`src/rtl/drive_regs_consts.svh`:
```
/*
 * Offsets, field positions, masks, limits and protocol codes of the
 * drive register bank. Assumes inclusion by the register bank module only.
 */
// Overview of operation
// - Reference area registers accept both reads and writes from the master; the code refuses writes to the reserved word 0.
// - Monitor area is readable; writes to it are refused.
// - Command bit 0 runs the motor when 1, stops it when 0.
// - Command bit 1 selects reverse when 1, forward when 0.
// - Command bit 2 raises an externally commanded fault.
// - Command bit 3 set requests a reset of the current fault.
// - Command bits 6 to 10 are remote input commands 3 to 7.
// - Speed setpoint holds the commanded frequency in parameter-chosen units.
// - Loop setpoint is used only while selection bit 1 is set.
// - Analog levels -726..726 map linearly onto -11 V..11 V.
// - Contact bits 0 to 2 switch relay and photocoupler outputs.
// - Contact bit 7 drives the fault relay only while bit 6 is set.
// - Selection bits 12 to 14 enable broadcast data for inputs 5 to 7.
// - Status bit 0 reads 1 while the motor is driven.
// - Status bit 1 reads 1 during reverse rotation.
// - Status bit 2 reads 1 once startup initialisation is finished.
// - Status bit 3 flags any fault; bit 4 flags invalid written data.
// - Status bits 5 to 7 show relay and two programmable outputs.
// - Fault bits 0 to 5: overcurrent, overvoltage, overload, heat, fuse.
// - Fault bits 6 to 13: feedback, external, hardware, motor, phase etc.
// - Fault bit 14 flags link error; bit 15 flags panel disconnected.
// - Function 03H reads consecutive registers, high byte first.
// - Function 10H writes consecutive registers from the start address.
// - A failed request answers function code with MSB set, then error code.
`ifndef DRIVE_REGS_CONSTS_SVH
`define DRIVE_REGS_CONSTS_SVH
`define OFS_RESERVED 16'h0000
`define OFS_OPCMD 16'h0001
`define OFS_SPEED 16'h0002
`define OFS_LOOP 16'h0006
`define OFS_AO1 16'h0007
`define OFS_AO2 16'h0008
`define OFS_CONTACT 16'h0009
`define OFS_SELECT 16'h000F
`define OFS_STATE 16'h0020
`define OFS_FAULT 16'h0021
`define WRITE_TOP 17'h0000F
`define READ_TOP 17'h00021
`define CMD_RUN 0
`define CMD_REV 1
`define CMD_EXTF 2
`define CMD_FRST 3
`define CMD_IN_LO 6
`define CON_RELAY 0
`define CON_PH1 1
`define CON_PH2 2
`define CON_OVR 6
`define CON_FAULT 7
`define SEL_LOOP 1
`define SEL_BC_LO 12
`define FLT_EXT 7
`define MASK_OPCMD 16'h07FF
`define MASK_CONTACT 16'h00C7
`define MASK_SELECT 16'h7002
`define MASK_FULL 16'hFFFF
`define AO_MAX 16'sh02D6
`define AO_MIN -16'sh02D6
`define FN_READ 8'h03
`define FN_WRITE 8'h10
`define FN_ERR_BIT 8'h80
`define ERR_NONE 8'h00
`define ERR_FUNC 8'h01
`define ERR_ADDR 8'h02
`define ERR_QTY 8'h03
`define REG_RESET 16'h0000
`endif

```
`src/rtl/drive_regs_pkg.sv`:
```
/*
 * Types of the drive register bank: parser states and byte carriers.
 * Assumes no other package.
 */
package drive_regs_pkg;
   // ------------------------------------------------------------
   // parser states
   // ------------------------------------------------------------
   typedef enum logic [3:0] {
      ST_FUNC, ST_ADDR_H, ST_ADDR_L, ST_QTY_H, ST_QTY_L,
      ST_COUNT, ST_DATA_H, ST_DATA_L, ST_DRAIN, ST_REPLY
   } parse_state_type;
   // ------------------------------------------------------------
   // carriers
   // ------------------------------------------------------------
   typedef struct packed {
      logic first;
      logic last;
      logic [7:0] data;
   } req_byte_type;
   typedef struct packed {
      logic last;
      logic [7:0] data;
   } rsp_byte_type;
   typedef struct packed {
      logic out_two_on;
      logic out_one_on;
      logic relay_on;
      logic init_done;
      logic reverse;
      logic running;
   } drive_state_type;
endpackage

```
`src/rtl/drive_serial_register_map.sv`:
```
/*
 * Register bank of the drive, reached by unframed request bytes
 * (function code onward, address and check bytes removed by the link
 * framer) and answering with unframed response bytes.
 * Assumes the framer marks the first and last byte of every request.
 */
`timescale 1ns/100ps
`include "drive_regs_consts.svh"
module drive_serial_register_map #(
   parameter int MAX_QTY = 16
) (
   input wire logic clk,
   input wire logic rst,
   input wire logic clk_en,
   input wire logic req_valid,
   input wire drive_regs_pkg::req_byte_type req,
   output logic req_ready,
   output logic rsp_valid,
   output drive_regs_pkg::rsp_byte_type rsp,
   input wire logic rsp_ready,
   input wire drive_regs_pkg::drive_state_type drive_state,
   input wire logic [15:0] fault_in,
   output logic run_cmd,
   output logic reverse_cmd,
   output logic remote_external_fault,
   output logic fault_reset_pulse,
   output logic [4:0] remote_input_cmd,
   output logic [15:0] speed_setpoint,
   output logic [15:0] pid_setpoint,
   output logic pid_setpoint_valid,
   output logic [15:0] analog_out_one,
   output logic [15:0] analog_out_two,
   output logic relay_output_contact,
   output logic photocoupler_out_one,
   output logic photocoupler_out_two,
   output logic fault_relay_contact,
   output logic [2:0] broadcast_enable
);
   // ------------------------------------------------------------
   // elaboration check
   // ------------------------------------------------------------
   if (MAX_QTY < 1 || MAX_QTY > 16) begin : g_bad_qty
      $error("MAX_QTY must lie between 1 and 16");
   end

   // ------------------------------------------------------------
   // state
   // ------------------------------------------------------------
   drive_regs_pkg::parse_state_type st_q;
   drive_regs_pkg::rsp_byte_type rsp_q;
   logic rsp_valid_q, req_ready_q;
   logic [7:0] func_q, err_q, wr_hi_q;
   logic [15:0] addr_q, qty_q;
   logic [4:0] widx_q;
   logic [5:0] pos_q;
   logic [15:0] opcmd_q, speed_q, loop_q, ao1_q, ao2_q, contact_q, select_q;
   logic data_err_q, frst_q, fault_relay_q, pid_valid_q;
   logic [15:0] pid_q;

   // ------------------------------------------------------------
   // request decode
   // ------------------------------------------------------------
   wire logic take = clk_en && req_valid && req_ready_q;
   wire drive_regs_pkg::parse_state_type eff_st =
      req.first ? drive_regs_pkg::ST_FUNC : st_q;
   wire logic is_read = (func_q == `FN_READ);
   wire logic func_bad = (req.data != `FN_READ) && (req.data != `FN_WRITE);
   wire logic [15:0] qty_full = {qty_q[15:8], req.data};
   wire logic qty_bad = (qty_full == 16'h0000) ||
      (qty_full > 16'(MAX_QTY));
   wire logic [16:0] last_full = 17'(addr_q) + 17'(qty_full) - 17'h00001;
   // monitor area and the reserved word are refused for writes
   wire logic rng_bad = is_read ? (last_full > `READ_TOP) :
      ((addr_q < `OFS_OPCMD) || (last_full > `WRITE_TOP));
   wire logic [15:0] qty_x2 = 16'(qty_q << 1);
   wire logic cnt_bad = (16'(req.data) != qty_x2);
   wire logic end_here =
      (eff_st == drive_regs_pkg::ST_QTY_L && is_read) ||
      (eff_st == drive_regs_pkg::ST_DATA_L &&
       widx_q == 5'(qty_q[4:0] - 5'h01));
   wire logic [7:0] err_new =
      (eff_st == drive_regs_pkg::ST_DRAIN) ? `ERR_NONE :
      (eff_st == drive_regs_pkg::ST_FUNC && func_bad) ? `ERR_FUNC :
      (eff_st == drive_regs_pkg::ST_QTY_L && qty_bad) ? `ERR_QTY :
      (eff_st == drive_regs_pkg::ST_QTY_L && rng_bad) ? `ERR_ADDR :
      (eff_st == drive_regs_pkg::ST_COUNT && cnt_bad) ? `ERR_QTY :
      (req.last != end_here) ? `ERR_QTY : `ERR_NONE;
   wire logic err_any = (err_q != `ERR_NONE && eff_st !=
      drive_regs_pkg::ST_FUNC) || (err_new != `ERR_NONE);
   wire drive_regs_pkg::parse_state_type st_adv =
      (eff_st == drive_regs_pkg::ST_FUNC) ? drive_regs_pkg::ST_ADDR_H :
      (eff_st == drive_regs_pkg::ST_ADDR_H) ? drive_regs_pkg::ST_ADDR_L :
      (eff_st == drive_regs_pkg::ST_ADDR_L) ? drive_regs_pkg::ST_QTY_H :
      (eff_st == drive_regs_pkg::ST_QTY_H) ? drive_regs_pkg::ST_QTY_L :
      (eff_st == drive_regs_pkg::ST_QTY_L) ? drive_regs_pkg::ST_COUNT :
      (eff_st == drive_regs_pkg::ST_DATA_H) ? drive_regs_pkg::ST_DATA_L :
      drive_regs_pkg::ST_DATA_H;
   wire drive_regs_pkg::parse_state_type st_next =
      req.last ? drive_regs_pkg::ST_REPLY :
      err_any ? drive_regs_pkg::ST_DRAIN : st_adv;

   // ------------------------------------------------------------
   // register write decode
   // ------------------------------------------------------------
   wire logic wr_en = take && eff_st == drive_regs_pkg::ST_DATA_L &&
      err_q == `ERR_NONE && err_new == `ERR_NONE;
   wire logic [15:0] wr_addr = 16'(addr_q + 16'(widx_q));
   wire logic [15:0] wr_word = {wr_hi_q, req.data};
   wire logic [15:0] wr_mask =
      (wr_addr == `OFS_OPCMD) ? `MASK_OPCMD :
      (wr_addr == `OFS_CONTACT) ? `MASK_CONTACT :
      (wr_addr == `OFS_SELECT) ? `MASK_SELECT : `MASK_FULL;
   wire logic is_ao = (wr_addr == `OFS_AO1) || (wr_addr == `OFS_AO2);
   wire logic ao_bad = is_ao && (($signed(wr_word) > `AO_MAX) ||
      ($signed(wr_word) < `AO_MIN));
   wire logic bits_bad = (wr_word & ~wr_mask) != 16'h0000;
   wire logic data_err_set = wr_en && (ao_bad || bits_bad);
   wire logic [15:0] wr_val = wr_word & wr_mask;
   wire logic wr_opcmd = wr_en && wr_addr == `OFS_OPCMD;
   wire logic frst_req = wr_opcmd && wr_val[`CMD_FRST];

   // ------------------------------------------------------------
   // monitor words
   // ------------------------------------------------------------
   wire logic [15:0] fault_word = fault_in |
      16'(opcmd_q[`CMD_EXTF]) << `FLT_EXT;
   wire logic fault_any = (fault_word != 16'h0000);
   wire logic [15:0] state_word = {8'h00,
      drive_state.out_two_on, drive_state.out_one_on,
      drive_state.relay_on, data_err_q, fault_any,
      drive_state.init_done, drive_state.reverse,
      drive_state.running};

   // ------------------------------------------------------------
   // reply byte selection
   // ------------------------------------------------------------
   wire logic [4:0] rd_off = 5'((pos_q - 6'h02) >> 1);
   wire logic [15:0] rd_addr = 16'(addr_q + 16'(rd_off));
   wire logic [15:0] rd_word =
      (rd_addr == `OFS_OPCMD) ? opcmd_q :
      (rd_addr == `OFS_SPEED) ? speed_q :
      (rd_addr == `OFS_LOOP) ? loop_q :
      (rd_addr == `OFS_AO1) ? ao1_q :
      (rd_addr == `OFS_AO2) ? ao2_q :
      (rd_addr == `OFS_CONTACT) ? contact_q :
      (rd_addr == `OFS_SELECT) ? select_q :
      (rd_addr == `OFS_STATE) ? state_word :
      (rd_addr == `OFS_FAULT) ? fault_word : 16'h0000;
   wire logic [5:0] rsp_total = (err_q != `ERR_NONE) ? 6'd2 :
      is_read ? 6'(6'd2 + 6'(qty_x2)) : 6'd5;
   wire logic [7:0] rd_byte = pos_q[0] ? rd_word[7:0] : rd_word[15:8];
   wire logic [7:0] err_byte = (pos_q == 6'd0) ?
      (func_q | `FN_ERR_BIT) : err_q;
   wire logic [7:0] ok_byte =
      (pos_q == 6'd0) ? func_q :
      (is_read && pos_q == 6'd1) ? qty_x2[7:0] :
      is_read ? rd_byte :
      (pos_q == 6'd1) ? addr_q[15:8] :
      (pos_q == 6'd2) ? addr_q[7:0] :
      (pos_q == 6'd3) ? qty_q[15:8] : qty_q[7:0];
   wire logic [7:0] rsp_byte = (err_q != `ERR_NONE) ? err_byte : ok_byte;
   wire logic rsp_move = clk_en && st_q == drive_regs_pkg::ST_REPLY &&
      (!rsp_valid_q || rsp_ready);

   // ------------------------------------------------------------
   // parser and reply sequencer
   // ------------------------------------------------------------
   always_ff @(posedge clk) begin
      if (rst) begin
         st_q <= drive_regs_pkg::ST_FUNC;
         req_ready_q <= 1'b0;
         func_q <= 8'h00;
         err_q <= `ERR_NONE;
         addr_q <= 16'h0000;
         qty_q <= 16'h0000;
         wr_hi_q <= 8'h00;
         widx_q <= 5'h00;
         pos_q <= 6'h00;
         rsp_q <= '0;
         rsp_valid_q <= 1'b0;
      end else if (clk_en) begin
         if (take) begin
            st_q <= st_next;
            req_ready_q <= !req.last;
            if (eff_st == drive_regs_pkg::ST_FUNC) begin
               func_q <= req.data;
               err_q <= err_new;
               widx_q <= 5'h00;
               pos_q <= 6'h00;
            end else if (err_q == `ERR_NONE) begin
               err_q <= err_new;
            end
            case (eff_st)
               drive_regs_pkg::ST_ADDR_H: addr_q[15:8] <= req.data;
               drive_regs_pkg::ST_ADDR_L: addr_q[7:0] <= req.data;
               drive_regs_pkg::ST_QTY_H: qty_q[15:8] <= req.data;
               drive_regs_pkg::ST_QTY_L: qty_q[7:0] <= req.data;
               drive_regs_pkg::ST_DATA_H: wr_hi_q <= req.data;
               drive_regs_pkg::ST_DATA_L: widx_q <= 5'(widx_q + 5'h01);
               default: ;
            endcase
         end else if (st_q == drive_regs_pkg::ST_FUNC) begin
            req_ready_q <= 1'b1;
         end
         if (rsp_move) begin
            if (pos_q < rsp_total) begin
               rsp_q <= '{last: pos_q == 6'(rsp_total - 6'd1),
                          data: rsp_byte};
               rsp_valid_q <= 1'b1;
               pos_q <= 6'(pos_q + 6'd1);
            end else begin
               rsp_valid_q <= 1'b0;
               st_q <= drive_regs_pkg::ST_FUNC;
               req_ready_q <= 1'b1;
            end
         end
      end
   end

   // ------------------------------------------------------------
   // reference area
   // ------------------------------------------------------------
   always_ff @(posedge clk) begin
      if (rst) begin
         opcmd_q <= `REG_RESET;
         speed_q <= `REG_RESET;
         loop_q <= `REG_RESET;
         ao1_q <= `REG_RESET;
         ao2_q <= `REG_RESET;
         contact_q <= `REG_RESET;
         select_q <= `REG_RESET;
      end else if (clk_en && wr_en) begin
         case (wr_addr)
            `OFS_OPCMD: opcmd_q <= wr_val;
            `OFS_SPEED: speed_q <= wr_val;
            `OFS_LOOP: loop_q <= wr_val;
            `OFS_AO1: if (!ao_bad) ao1_q <= wr_val;
            `OFS_AO2: if (!ao_bad) ao2_q <= wr_val;
            `OFS_CONTACT: contact_q <= wr_val;
            `OFS_SELECT: select_q <= wr_val;
            default: ;
         endcase
      end
   end

   // ------------------------------------------------------------
   // drive-facing flags
   // ------------------------------------------------------------
   always_ff @(posedge clk) begin
      if (rst) begin
         data_err_q <= 1'b0;
         frst_q <= 1'b0;
         fault_relay_q <= 1'b0;
         pid_q <= `REG_RESET;
         pid_valid_q <= 1'b0;
      end else if (clk_en) begin
         // an invalid write in the reset cycle keeps the flag set
         if (data_err_set) begin
            data_err_q <= 1'b1;
         end else if (frst_req) begin
            data_err_q <= 1'b0;
         end
         frst_q <= frst_req;
         fault_relay_q <= contact_q[`CON_OVR] ?
            contact_q[`CON_FAULT] : fault_any;
         pid_q <= loop_q;
         pid_valid_q <= select_q[`SEL_LOOP];
      end
   end

   // ------------------------------------------------------------
   // outputs
   // ------------------------------------------------------------
   assign req_ready = req_ready_q;
   assign rsp_valid = rsp_valid_q;
   assign rsp = rsp_q;
   assign run_cmd = opcmd_q[`CMD_RUN];
   assign reverse_cmd = opcmd_q[`CMD_REV];
   assign remote_external_fault = opcmd_q[`CMD_EXTF];
   assign fault_reset_pulse = frst_q;
   assign remote_input_cmd = opcmd_q[`CMD_IN_LO +: 5];
   assign speed_setpoint = speed_q;
   assign pid_setpoint = pid_q;
   assign pid_setpoint_valid = pid_valid_q;
   assign analog_out_one = ao1_q;
   assign analog_out_two = ao2_q;
   assign relay_output_contact = contact_q[`CON_RELAY];
   assign photocoupler_out_one = contact_q[`CON_PH1];
   assign photocoupler_out_two = contact_q[`CON_PH2];
   assign fault_relay_contact = fault_relay_q;
   assign broadcast_enable = select_q[`SEL_BC_LO +: 3];

   // ------------------------------------------------------------
   // assertions
   // ------------------------------------------------------------
   property p_no_monitor_write;
      @(posedge clk) disable iff (rst)
      wr_en |-> (wr_addr >= `OFS_OPCMD && wr_addr <= `OFS_SELECT);
   endproperty
   a_no_monitor_write: assert property (p_no_monitor_write)
      else $error("write reached a read-only register");

   property p_unused_zero;
      @(posedge clk) disable iff (rst)
      ((opcmd_q & ~`MASK_OPCMD) == 16'h0000) &&
      ((contact_q & ~`MASK_CONTACT) == 16'h0000) &&
      ((select_q & ~`MASK_SELECT) == 16'h0000);
   endproperty
   a_unused_zero: assert property (p_unused_zero)
      else $error("unused register bit holds a one");

   property p_ao_range;
      @(posedge clk) disable iff (rst)
      $signed(ao1_q) <= `AO_MAX && $signed(ao1_q) >= `AO_MIN &&
      $signed(ao2_q) <= `AO_MAX && $signed(ao2_q) >= `AO_MIN;
   endproperty
   a_ao_range: assert property (p_ao_range)
      else $error("analog level outside its range");

   property p_err_reply;
      @(posedge clk) disable iff (rst)
      (rsp_valid_q && st_q == drive_regs_pkg::ST_REPLY &&
       err_q != `ERR_NONE && pos_q == 6'd1)
      |-> rsp_q.data == (func_q | `FN_ERR_BIT) && !rsp_q.last;
   endproperty
   a_err_reply: assert property (p_err_reply)
      else $error("error reply lacks marked function code");

   property p_read_count;
      @(posedge clk) disable iff (rst)
      (rsp_valid_q && is_read && err_q == `ERR_NONE && pos_q == 6'd2 &&
       st_q == drive_regs_pkg::ST_REPLY) |-> rsp_q.data == qty_x2[7:0];
   endproperty
   a_read_count: assert property (p_read_count)
      else $error("read reply byte count wrong");

   property p_data_err;
      @(posedge clk) disable iff (rst)
      (clk_en && data_err_set) |=> data_err_q ##1 (data_err_q || frst_q);
   endproperty
   a_data_err: assert property (p_data_err)
      else $error("invalid data not flagged");

   property p_frst_pulse;
      @(posedge clk) disable iff (rst)
      (clk_en && frst_q && !frst_req) |=> !frst_q;
   endproperty
   a_frst_pulse: assert property (p_frst_pulse)
      else $error("fault reset request longer than one cycle");

   property p_pid_gate;
      @(posedge clk) disable iff (rst)
      (clk_en && !select_q[`SEL_LOOP]) |=> !pid_setpoint_valid;
   endproperty
   a_pid_gate: assert property (p_pid_gate)
      else $error("loop setpoint valid while disabled");

   property p_fault_relay;
      @(posedge clk) disable iff (rst)
      (clk_en && contact_q[`CON_OVR]) |=>
      fault_relay_contact == $past(contact_q[`CON_FAULT]);
   endproperty
   a_fault_relay: assert property (p_fault_relay)
      else $error("fault relay ignores override");

   property p_ext_fault;
      @(posedge clk) disable iff (rst)
      opcmd_q[`CMD_EXTF] |-> fault_any && state_word[3];
   endproperty
   a_ext_fault: assert property (p_ext_fault)
      else $error("external fault not reported");

   c_read: cover property (@(posedge clk) disable iff (rst)
      rsp_valid_q && rsp_q.last && is_read && err_q == `ERR_NONE);
   c_write: cover property (@(posedge clk) disable iff (rst)
      wr_en && wr_addr == `OFS_OPCMD && wr_val[`CMD_RUN]);
   c_error: cover property (@(posedge clk) disable iff (rst)
      rsp_valid_q && rsp_q.last && err_q == `ERR_ADDR);
   c_bad_data: cover property (@(posedge clk) disable iff (rst)
      data_err_set && ao_bad);
endmodule

```
`config.mk`:
```
export PLATFORM = sky130hd
export DESIGN_NAME = drive_serial_register_map
export DESIGN_NICKNAME = d
export VERILOG_FILES = /design/src/rtl/drive_regs_pkg.sv /design/src/rtl/drive_serial_register_map.sv
export VERILOG_INCLUDE_DIRS = /design/src /design/src/rtl
export SDC_FILE = /design/constraint.sdc
export NUM_CORES = 1
export LEC_CHECK = 0
export ABC_AREA = 1
export BUFFER_PORTS_ARGS = -buffer_cell sky130_fd_sc_hd__buf_2
export CORE_MARGIN = 5
export CORE_UTILIZATION = 60
export DETAILED_ROUTE_END_ITERATION = 8
export GPL_ROUTABILITY_DRIVEN = 1
export PLACE_DENSITY_LB_ADDON = 0.15
export SLEW_MARGIN = 20
export SYNTH_ARGS = -nofsm -noshare
export SYNTH_HDL_FRONTEND = slang
export SYNTH_SLANG_ARGS = --single-unit
```
`constraint.sdc`:
```
create_clock -name clk -period 6.4 [get_ports clk]
set_clock_uncertainty 0.15 [all_clocks]
set_input_delay 1.92 -clock clk [delete_from_list [all_inputs] [get_ports clk]]
set_output_delay 1.92 -clock clk [all_outputs]
set_load 0.03 [all_outputs]
```
== Word level (Yosys, flattened, before mapping) ==
Index checks and enable logic that the tools add are counted.

* Reduce and logical (&&, ||, !) cells: 63
* Multiplexer cells: 58
* $add $sub $neg: 10
* Bitwise logic cells: 5
* Order comparisons: 7
* Equal/unequal tests: 35

{| class="wikitable"
|+ Operators with widths
! operator !! number
|-
| 2-to-1 mux 16 bit || 12
|-
| == test 16 x 4 -> 1 bit (second input constant) || 6
|-
| 2-to-1 mux 8 bit || 11
|-
| == test 16 x 3 -> 1 bit (second input constant) || 4
|-
| 2-to-1 mux 6 bit || 6
|-
| AND reduction 3 bit || 11
|-
| adder 16 x 5 -> 16 bit || 2
|-
| AND 16 bit || 2
|-
| == test 16 x 1 -> 1 bit (second input constant) || 2
|-
| == test 16 x 2 -> 1 bit (second input constant) || 2
|-
| == test 16 x 6 -> 1 bit (second input constant) || 2
|-
| nonzero test 16 bit || 2
|-
| 2-to-1 mux 4 bit || 6
|-
| logical AND 1 bit || 21
|-
| adder 16 x 16 -> 17 bit || 1
|-
| greater-than comparator 17 x 4 -> 1 bit (second input constant) || 1
|-
| greater-than comparator 17 x 6 -> 1 bit (second input constant) || 1
|-
| subtractor 17 x 1 -> 17 bit (second input constant) || 1
|-
| == test 4 x 3 -> 1 bit (second input constant) || 4
|-
| greater-than comparator 16 x 11 -> 1 bit (second input constant) || 1
|-
| greater-than comparator 16 x 5 -> 1 bit (second input constant) || 1
|-
| logical NOT 16 bit || 1
|-
| logical NOT 8 bit || 2
|-
| less-than comparator 16 x 1 -> 1 bit (second input constant) || 1
|-
| other kinds (35) || 75
|}

* Register bits after elaboration: 214
* Bits of input ports: 37
* Word-level logic and storage cells: 204

== Logic depth before layout (Yosys ltp) ==
* Depth in word-level cells: 18
* Gate-level depth with buffers: 30

== Worst setup path after synthesis ==
No wires, ideal clock.

* Path kind: input -> register
* From: in req[2] (netlist bit)
* To: reg ao2_q[10] (netlist: analog_out_two[10])
* Setup slack: 1.281 ns
* Library setup time: 0.132 ns
* Path buffers: 2
* Data arrival time: 4.837 ns
* Cell stages on the path: 26
* Required time: 6.118 ns
* Cells stage by stage: clkbuf_1 > inv_1 > ha_1 > inv_1 > fa_1 > nand3_1 > nand2_1 > nand2_1 > nand2_1 > nand2_1 > nand2_1 > xnor2_1 > o21ai_1 > nor2_1 > nand3_1 > nand3_1 > nand2_1 > nand3_1 > nand2_1 > inv_2 > nand2_2 > inv_1 > nand2_2 > buf_4 > nand2_1 > a21oi_1

* Word-level cells in the longest chain between the ends: 14
* Elaborated cells between the ends (all ways): 31
* Those cells by class: 2 x add/sub; 5 x order compare; 3 x eq/ne; 6 x mux; 1 x bitwise; 14 x reduce/logical

{| class="wikitable"
|+ Ends and longest elaborated chain
! item !! line !! source
|-
| start, declared || drive_serial_register_map.sv:16 || <nowiki>input wire drive_regs_pkg::req_byte_type req,</nowiki>
|-
| adder 16 x 16 -> 17 bit || drive_serial_register_map.sv:71 || <nowiki>wire logic [16:0] last_full = 17'(addr_q) + 17'(qty_full) - 17'h00001;</nowiki>
|-
| subtractor 17 x 1 -> 17 bit || drive_serial_register_map.sv:71 ||
|-
| greater-than comparator 17 x 4 -> 1 bit (no source line) || - ||
|-
| logical OR 1 bit || drive_serial_register_map.sv:74 || <nowiki>((addr_q < `OFS_OPCMD) || (last_full > `WRITE_TOP));</nowiki>
|-
| 2-to-1 mux 1 bit || drive_serial_register_map.sv:73 || <nowiki>wire logic rng_bad = is_read ? (last_full > `READ_TOP) :</nowiki>
|-
| logical AND 1 bit || drive_serial_register_map.sv:85 || <nowiki>(eff_st == drive_regs_pkg::ST_QTY_L && rng_bad) ? `ERR_ADDR :</nowiki>
|-
| 2-to-1 mux 2 bit (no source line) (4 in a row) || - ||
|-
| logical NOT 8 bit (no source line) || - ||
|-
| logical AND 1 bit (no source line) || - ||
|-
| logical AND 1 bit || drive_serial_register_map.sv:232 || <nowiki>end else if (clk_en && wr_en) begin</nowiki>
|-
| AND reduction 3 bit (no source line) * || - ||
|-
| end signal, assigned || drive_serial_register_map.sv:229 || <nowiki>ao2_q <= `REG_RESET;</nowiki>
|-
| end signal, assigned || drive_serial_register_map.sv:238 || <nowiki>`OFS_AO2: if (!ao_bad) ao2_q <= wr_val;</nowiki>
|-
| end, declared || drive_serial_register_map.sv:56 || <nowiki>logic [15:0] opcmd_q, speed_q, loop_q, ao1_q, ao2_q, contact_q, select_q;</nowiki>
|}

Mark *: on every way between the ends. The rest lies on a longest branch, timed or not.
A chain may end at the register's enable or synchronous reset.

== Final worst setup path ==
* From: in req[4] (netlist bit)
* To: reg loop_q[0]

* Word-level cells in the longest chain between the ends: 14
* Elaborated cells between the ends (all ways): 26
* Those cells by class: 2 x add/sub; 3 x order compare; 3 x eq/ne; 6 x mux; 12 x reduce/logical

{| class="wikitable"
|+ Ends and longest elaborated chain
! item !! line !! source
|-
| adder 16 x 16 -> 17 bit || drive_serial_register_map.sv:71 ||
|-
| subtractor 17 x 1 -> 17 bit || drive_serial_register_map.sv:71 ||
|-
| greater-than comparator 17 x 4 -> 1 bit (no source line) || - ||
|-
| logical OR 1 bit || drive_serial_register_map.sv:74 ||
|-
| 2-to-1 mux 1 bit || drive_serial_register_map.sv:73 ||
|-
| logical AND 1 bit || drive_serial_register_map.sv:85 ||
|-
| 2-to-1 mux 2 bit (no source line) (2 in a row) || - ||
|-
| 2-to-1 mux 2 bit (no source line) * (2 in a row) || - ||
|-
| logical NOT 8 bit (no source line) * || - ||
|-
| logical AND 1 bit (no source line) * || - ||
|-
| logical AND 1 bit * || drive_serial_register_map.sv:232 ||
|-
| AND reduction 2 bit (no source line) * || - ||
|-
| end signal, assigned || drive_serial_register_map.sv:227 || <nowiki>loop_q <= `REG_RESET;</nowiki>
|-
| end signal, assigned || drive_serial_register_map.sv:236 || <nowiki>`OFS_LOOP: loop_q <= wr_val;</nowiki>
|-
| end, declared || drive_serial_register_map.sv:56 ||
|}

Marks and branches as above.

==> results.md <==
* HP Start: select_q[4]
* Gpl congestion at 1.02
* Avg Cell Area, Syn at 6.71 sq um
* Via count at 13400
* FF-to-FF Start: pos_q[2]
* All-Layer GR Usage at 33.2%
* Clk Latency, worst-skew pair at 0.53 ns
* Fmax at 188 MHz
* Core Rows at 53
* Routed Antenna Nets at 0
* Share of the synthesized area in the top cell type at 32.6%
* Part of the Yosys area used for sequential elements at 32.6%
* Syn Inst Count at 1904
* Largest cells by area after synthesis: dfxtp_1, nand2_1, a21oi_1, inv_1, o21ai_0
* Minimum clock period at 5.31 ns
* Clock root buffer: clkbuf_16
* Worst Setup Start Kind: primary input
* Multi-input gate area at 0.00723 sq mm
* Placement Setup Slack at 0.703 ns
* Final Hold Vio Count at 0
* Global-route wire length before repair at 64900 microns
* Reg2Reg Depth at 27
* Post-CTS setup buffer count at 0
* CP endpoint kind: flip-flop
* Min-delay worst type: reg2reg
* Worst vdd ir at 184 uV
* Number of global-route vias before repair at 12200
* Worst relative slew slack at 28.9%
* Netlist Area Pre-Place at 0.0128 sq mm
* WP data required at 6.65 ns
* Final WL at 41800 microns
* Reg2reg end: rsp[1]
* Starting Density at 60.8%
* Number of enable flip-flop cells after synthesis at 0
* Crit. path cell count at 22
* H-tree levels at 1
* Yosys warns at 0
* # hold bufs at CTS at 0
* Hpwl dp at 31400 microns
* DR WL/cell at 18.2 microns
* CTS Buf Count at 24
* Global-route met1 utilization at 43.2%
* DRT iter0 DRCs at 1359
* Total die area at 0.0243 sq mm
* Met2 GRT Util at 53.4%
* Vias/cell at 5.85
* Most frequent CP cell: nand3_1
* Power density cells at 217 mW/mm^2
* Ant diodes at 0
* Setup WS post-layout at 1.09 ns
* WP buf/inv at 5
* WS Path Type: in2reg
* GRT Residual Overflow at 0
* Count of final max-slew check failures at 0
* # clock sinks at 208
* Setup violators final at 0
* Setup tns final at 0 ns
* Post-synth cell types at 55
* Sequential Area at 0.00416 sq mm
* Arrival @ worst endpoint at 5.57 ns
* Initial antenna violation count at 0
* Resize count post-CTS at 0
* Hold slack final at 0.288 ns
* Crit-path max cell delay at 0.35 ns
* P_leak at 6.61 nW
* Most common cell in the netlist: nand2_1
* Grt met3 use at 5.38%
* RSZ-0062 raised after global routing: no
* Worst path slowest cell: ha_1
* Largest net degree at the start of global routing at 100
* Critical path's top delay family: simple AND/OR/NAND/NOR gates
* Area leader, netlist: dfxtp_1
* Worst-margin pin slew at 1.06 ns
* Layout cells sized above 1 at 13.1%
* Fillers at 1850
* Syn Nets at 2001
* Die Span Y at 156 microns
* Ports at 129
* Main flop type after synthesis: dfxtp_1
* Worst hold endpoint: select_q[4]
* Outcome: finished clean
* DRC Markers at 0
* Core Area at 0.0210 sq mm
* Longest Clk Path Bufs at 3
* Die W at 156 microns
* R2r setup slk at 1.37 ns
* Synth-to-Final Area Change at 12.9%
* Worst-path clk slew at 0.06 ns
* Max Cap Viol at 0
* Crit-path max FO at 20
* Worst hold path depth at 2
* Layer with the highest usage: met2
* Ys async rst share at 0%
* Nets at 2099
* CTS tree: done
* I/O Buffers at 128
* Post-synth top cells: nand2_1, inv_1, a21oi_1, dfxtp_1, nor2_1
* Synth Register Bits at 208
* CP cell instances: buf_2 > inv_1 > ha_1 > inv_1 > ha_1 > a21oi_1 > nand2_1 > nand3_1 > o2111ai_1 > xnor2_1 > nand3_1 > nor2_1 > nand3_1 > nand3_1 > nand2_1 > nand3_1 > nand2_1 > inv_2 > nand3_2 > buf_4 > o21ai_0 > a21oi_1
* Tcrit/Tclk final at 83.0%
* Detailed Routing Iterations Pass 1 at 6
[through the flow]
| stage | power, mW | instances | cell area (sq um) | util [%] |
|---|---|---|---|---|
| final | 3.13 | 2295 | 14400 | 68.6 |
| after global routing | 3.22 | 2295 | 14400 | 68.6 |
| after CTS | 3.13 | 2295 | 14400 | 68.6 |
| after detailed placement | 1.62 | 2251 | 13500 | 64.4 |
| after global placement | 1.62 | 2251 | 13500 | 64.4 |
| after floorplan | 1.53 | 1904 | 12800 | - |
[layer usage]
metal / part of all wire (%) / wire [microns]
met1: 40 / 16600
met2: 45 / 18900
met3: 9.5 / 3990
met4: 5.6 / 2360
met5: 0 / 0
[cell type report]
| cell class | count | share of cell area [%] |
|---|---|---|
| Multi-Input combinational cell | 1357 | 50.1 |
| Clock inverter | 15 | 1.56 |
| Sequential cell | 208 | 28.9 |
| Clock buffer | 29 | 4.64 |
| Timing Repair Buffer | 152 | 5.69 |
| Inverter | 259 | 6.75 |
| Tap cell | 275 | 2.38 |
[kinds of logic after synthesis]
| logic type | Yosys count | share of synthesized area (%) |
|---|---|---|
| AND/OR/NAND/NOR | 827 | 29.3 |
| AO/OA/AOI/OAI | 422 | 17.9 |
| buffers and inverters | 339 | 10.8 |
| flip-flops | 208 | 32.6 |
| adder cells (fa/ha/maj) | 60 | 6.05 |
| XOR/XNOR | 48 | 3.29 |
[tightest hold or removal path, cell delays in order (launching register included)]
cell and delay (ns):
dfxtp_1 0.31, nand2_1 0.06, nor2_1 0.03
[registers in the layout (all words and copies together), names as in the netlist, 2 cells and up]
signal,cells
speed_setpoint,16
rsp,9
st_q,4
pos_q,6
wr_hi_q,8
analog_out_two,16
addr_q,16
qty_q,16
widx_q,5
select_q,16
contact_q,16
pid_setpoint,16
loop_q,16
func_q,8
analog_out_one,16
opcmd_q,16
err_q,2
[cell usage in the layout, fill, tap and decap left out, drive strengths merged, types with 9 or more instances in the layout]
cell type	n
dfxtp	208
nor2	164
clkinv	13
xor2	30
nand3	144
buf	152
a21oi	212
xnor2	18
clkbuf	29
nand4	41
a211oi	9
o21ai	159
o211ai	12
inv	252
nor3	24
nand2	409
ha	57
nor4	20
and3	9
[how the worst max path moves through the flow]
stage / to / slack [ns] / startpoint
finish: loop_q[0] / 1.09 / req[4]
global route: loop_q[4] / 0.73 / req[4]
CTS: loop_q[4] / 1.17 / req[1]
detailed placement: loop_q[15] / 0.70 / req[1]
floorplan: analog_out_two[10] / 1.28 / req[2]
global placement: loop_q[15] / 0.78 / req[1]
[power breakdown]
part           switching [mW]  leakage, nW  internal (mW)  total (mW)
Clock                   0.580        0.430          0.950        1.53
Sequential            0.00945         1.68           1.31        1.32
Combinational           0.201         4.50         0.0859       0.287
No activity file was read; power rests on OpenSTA's default activity.
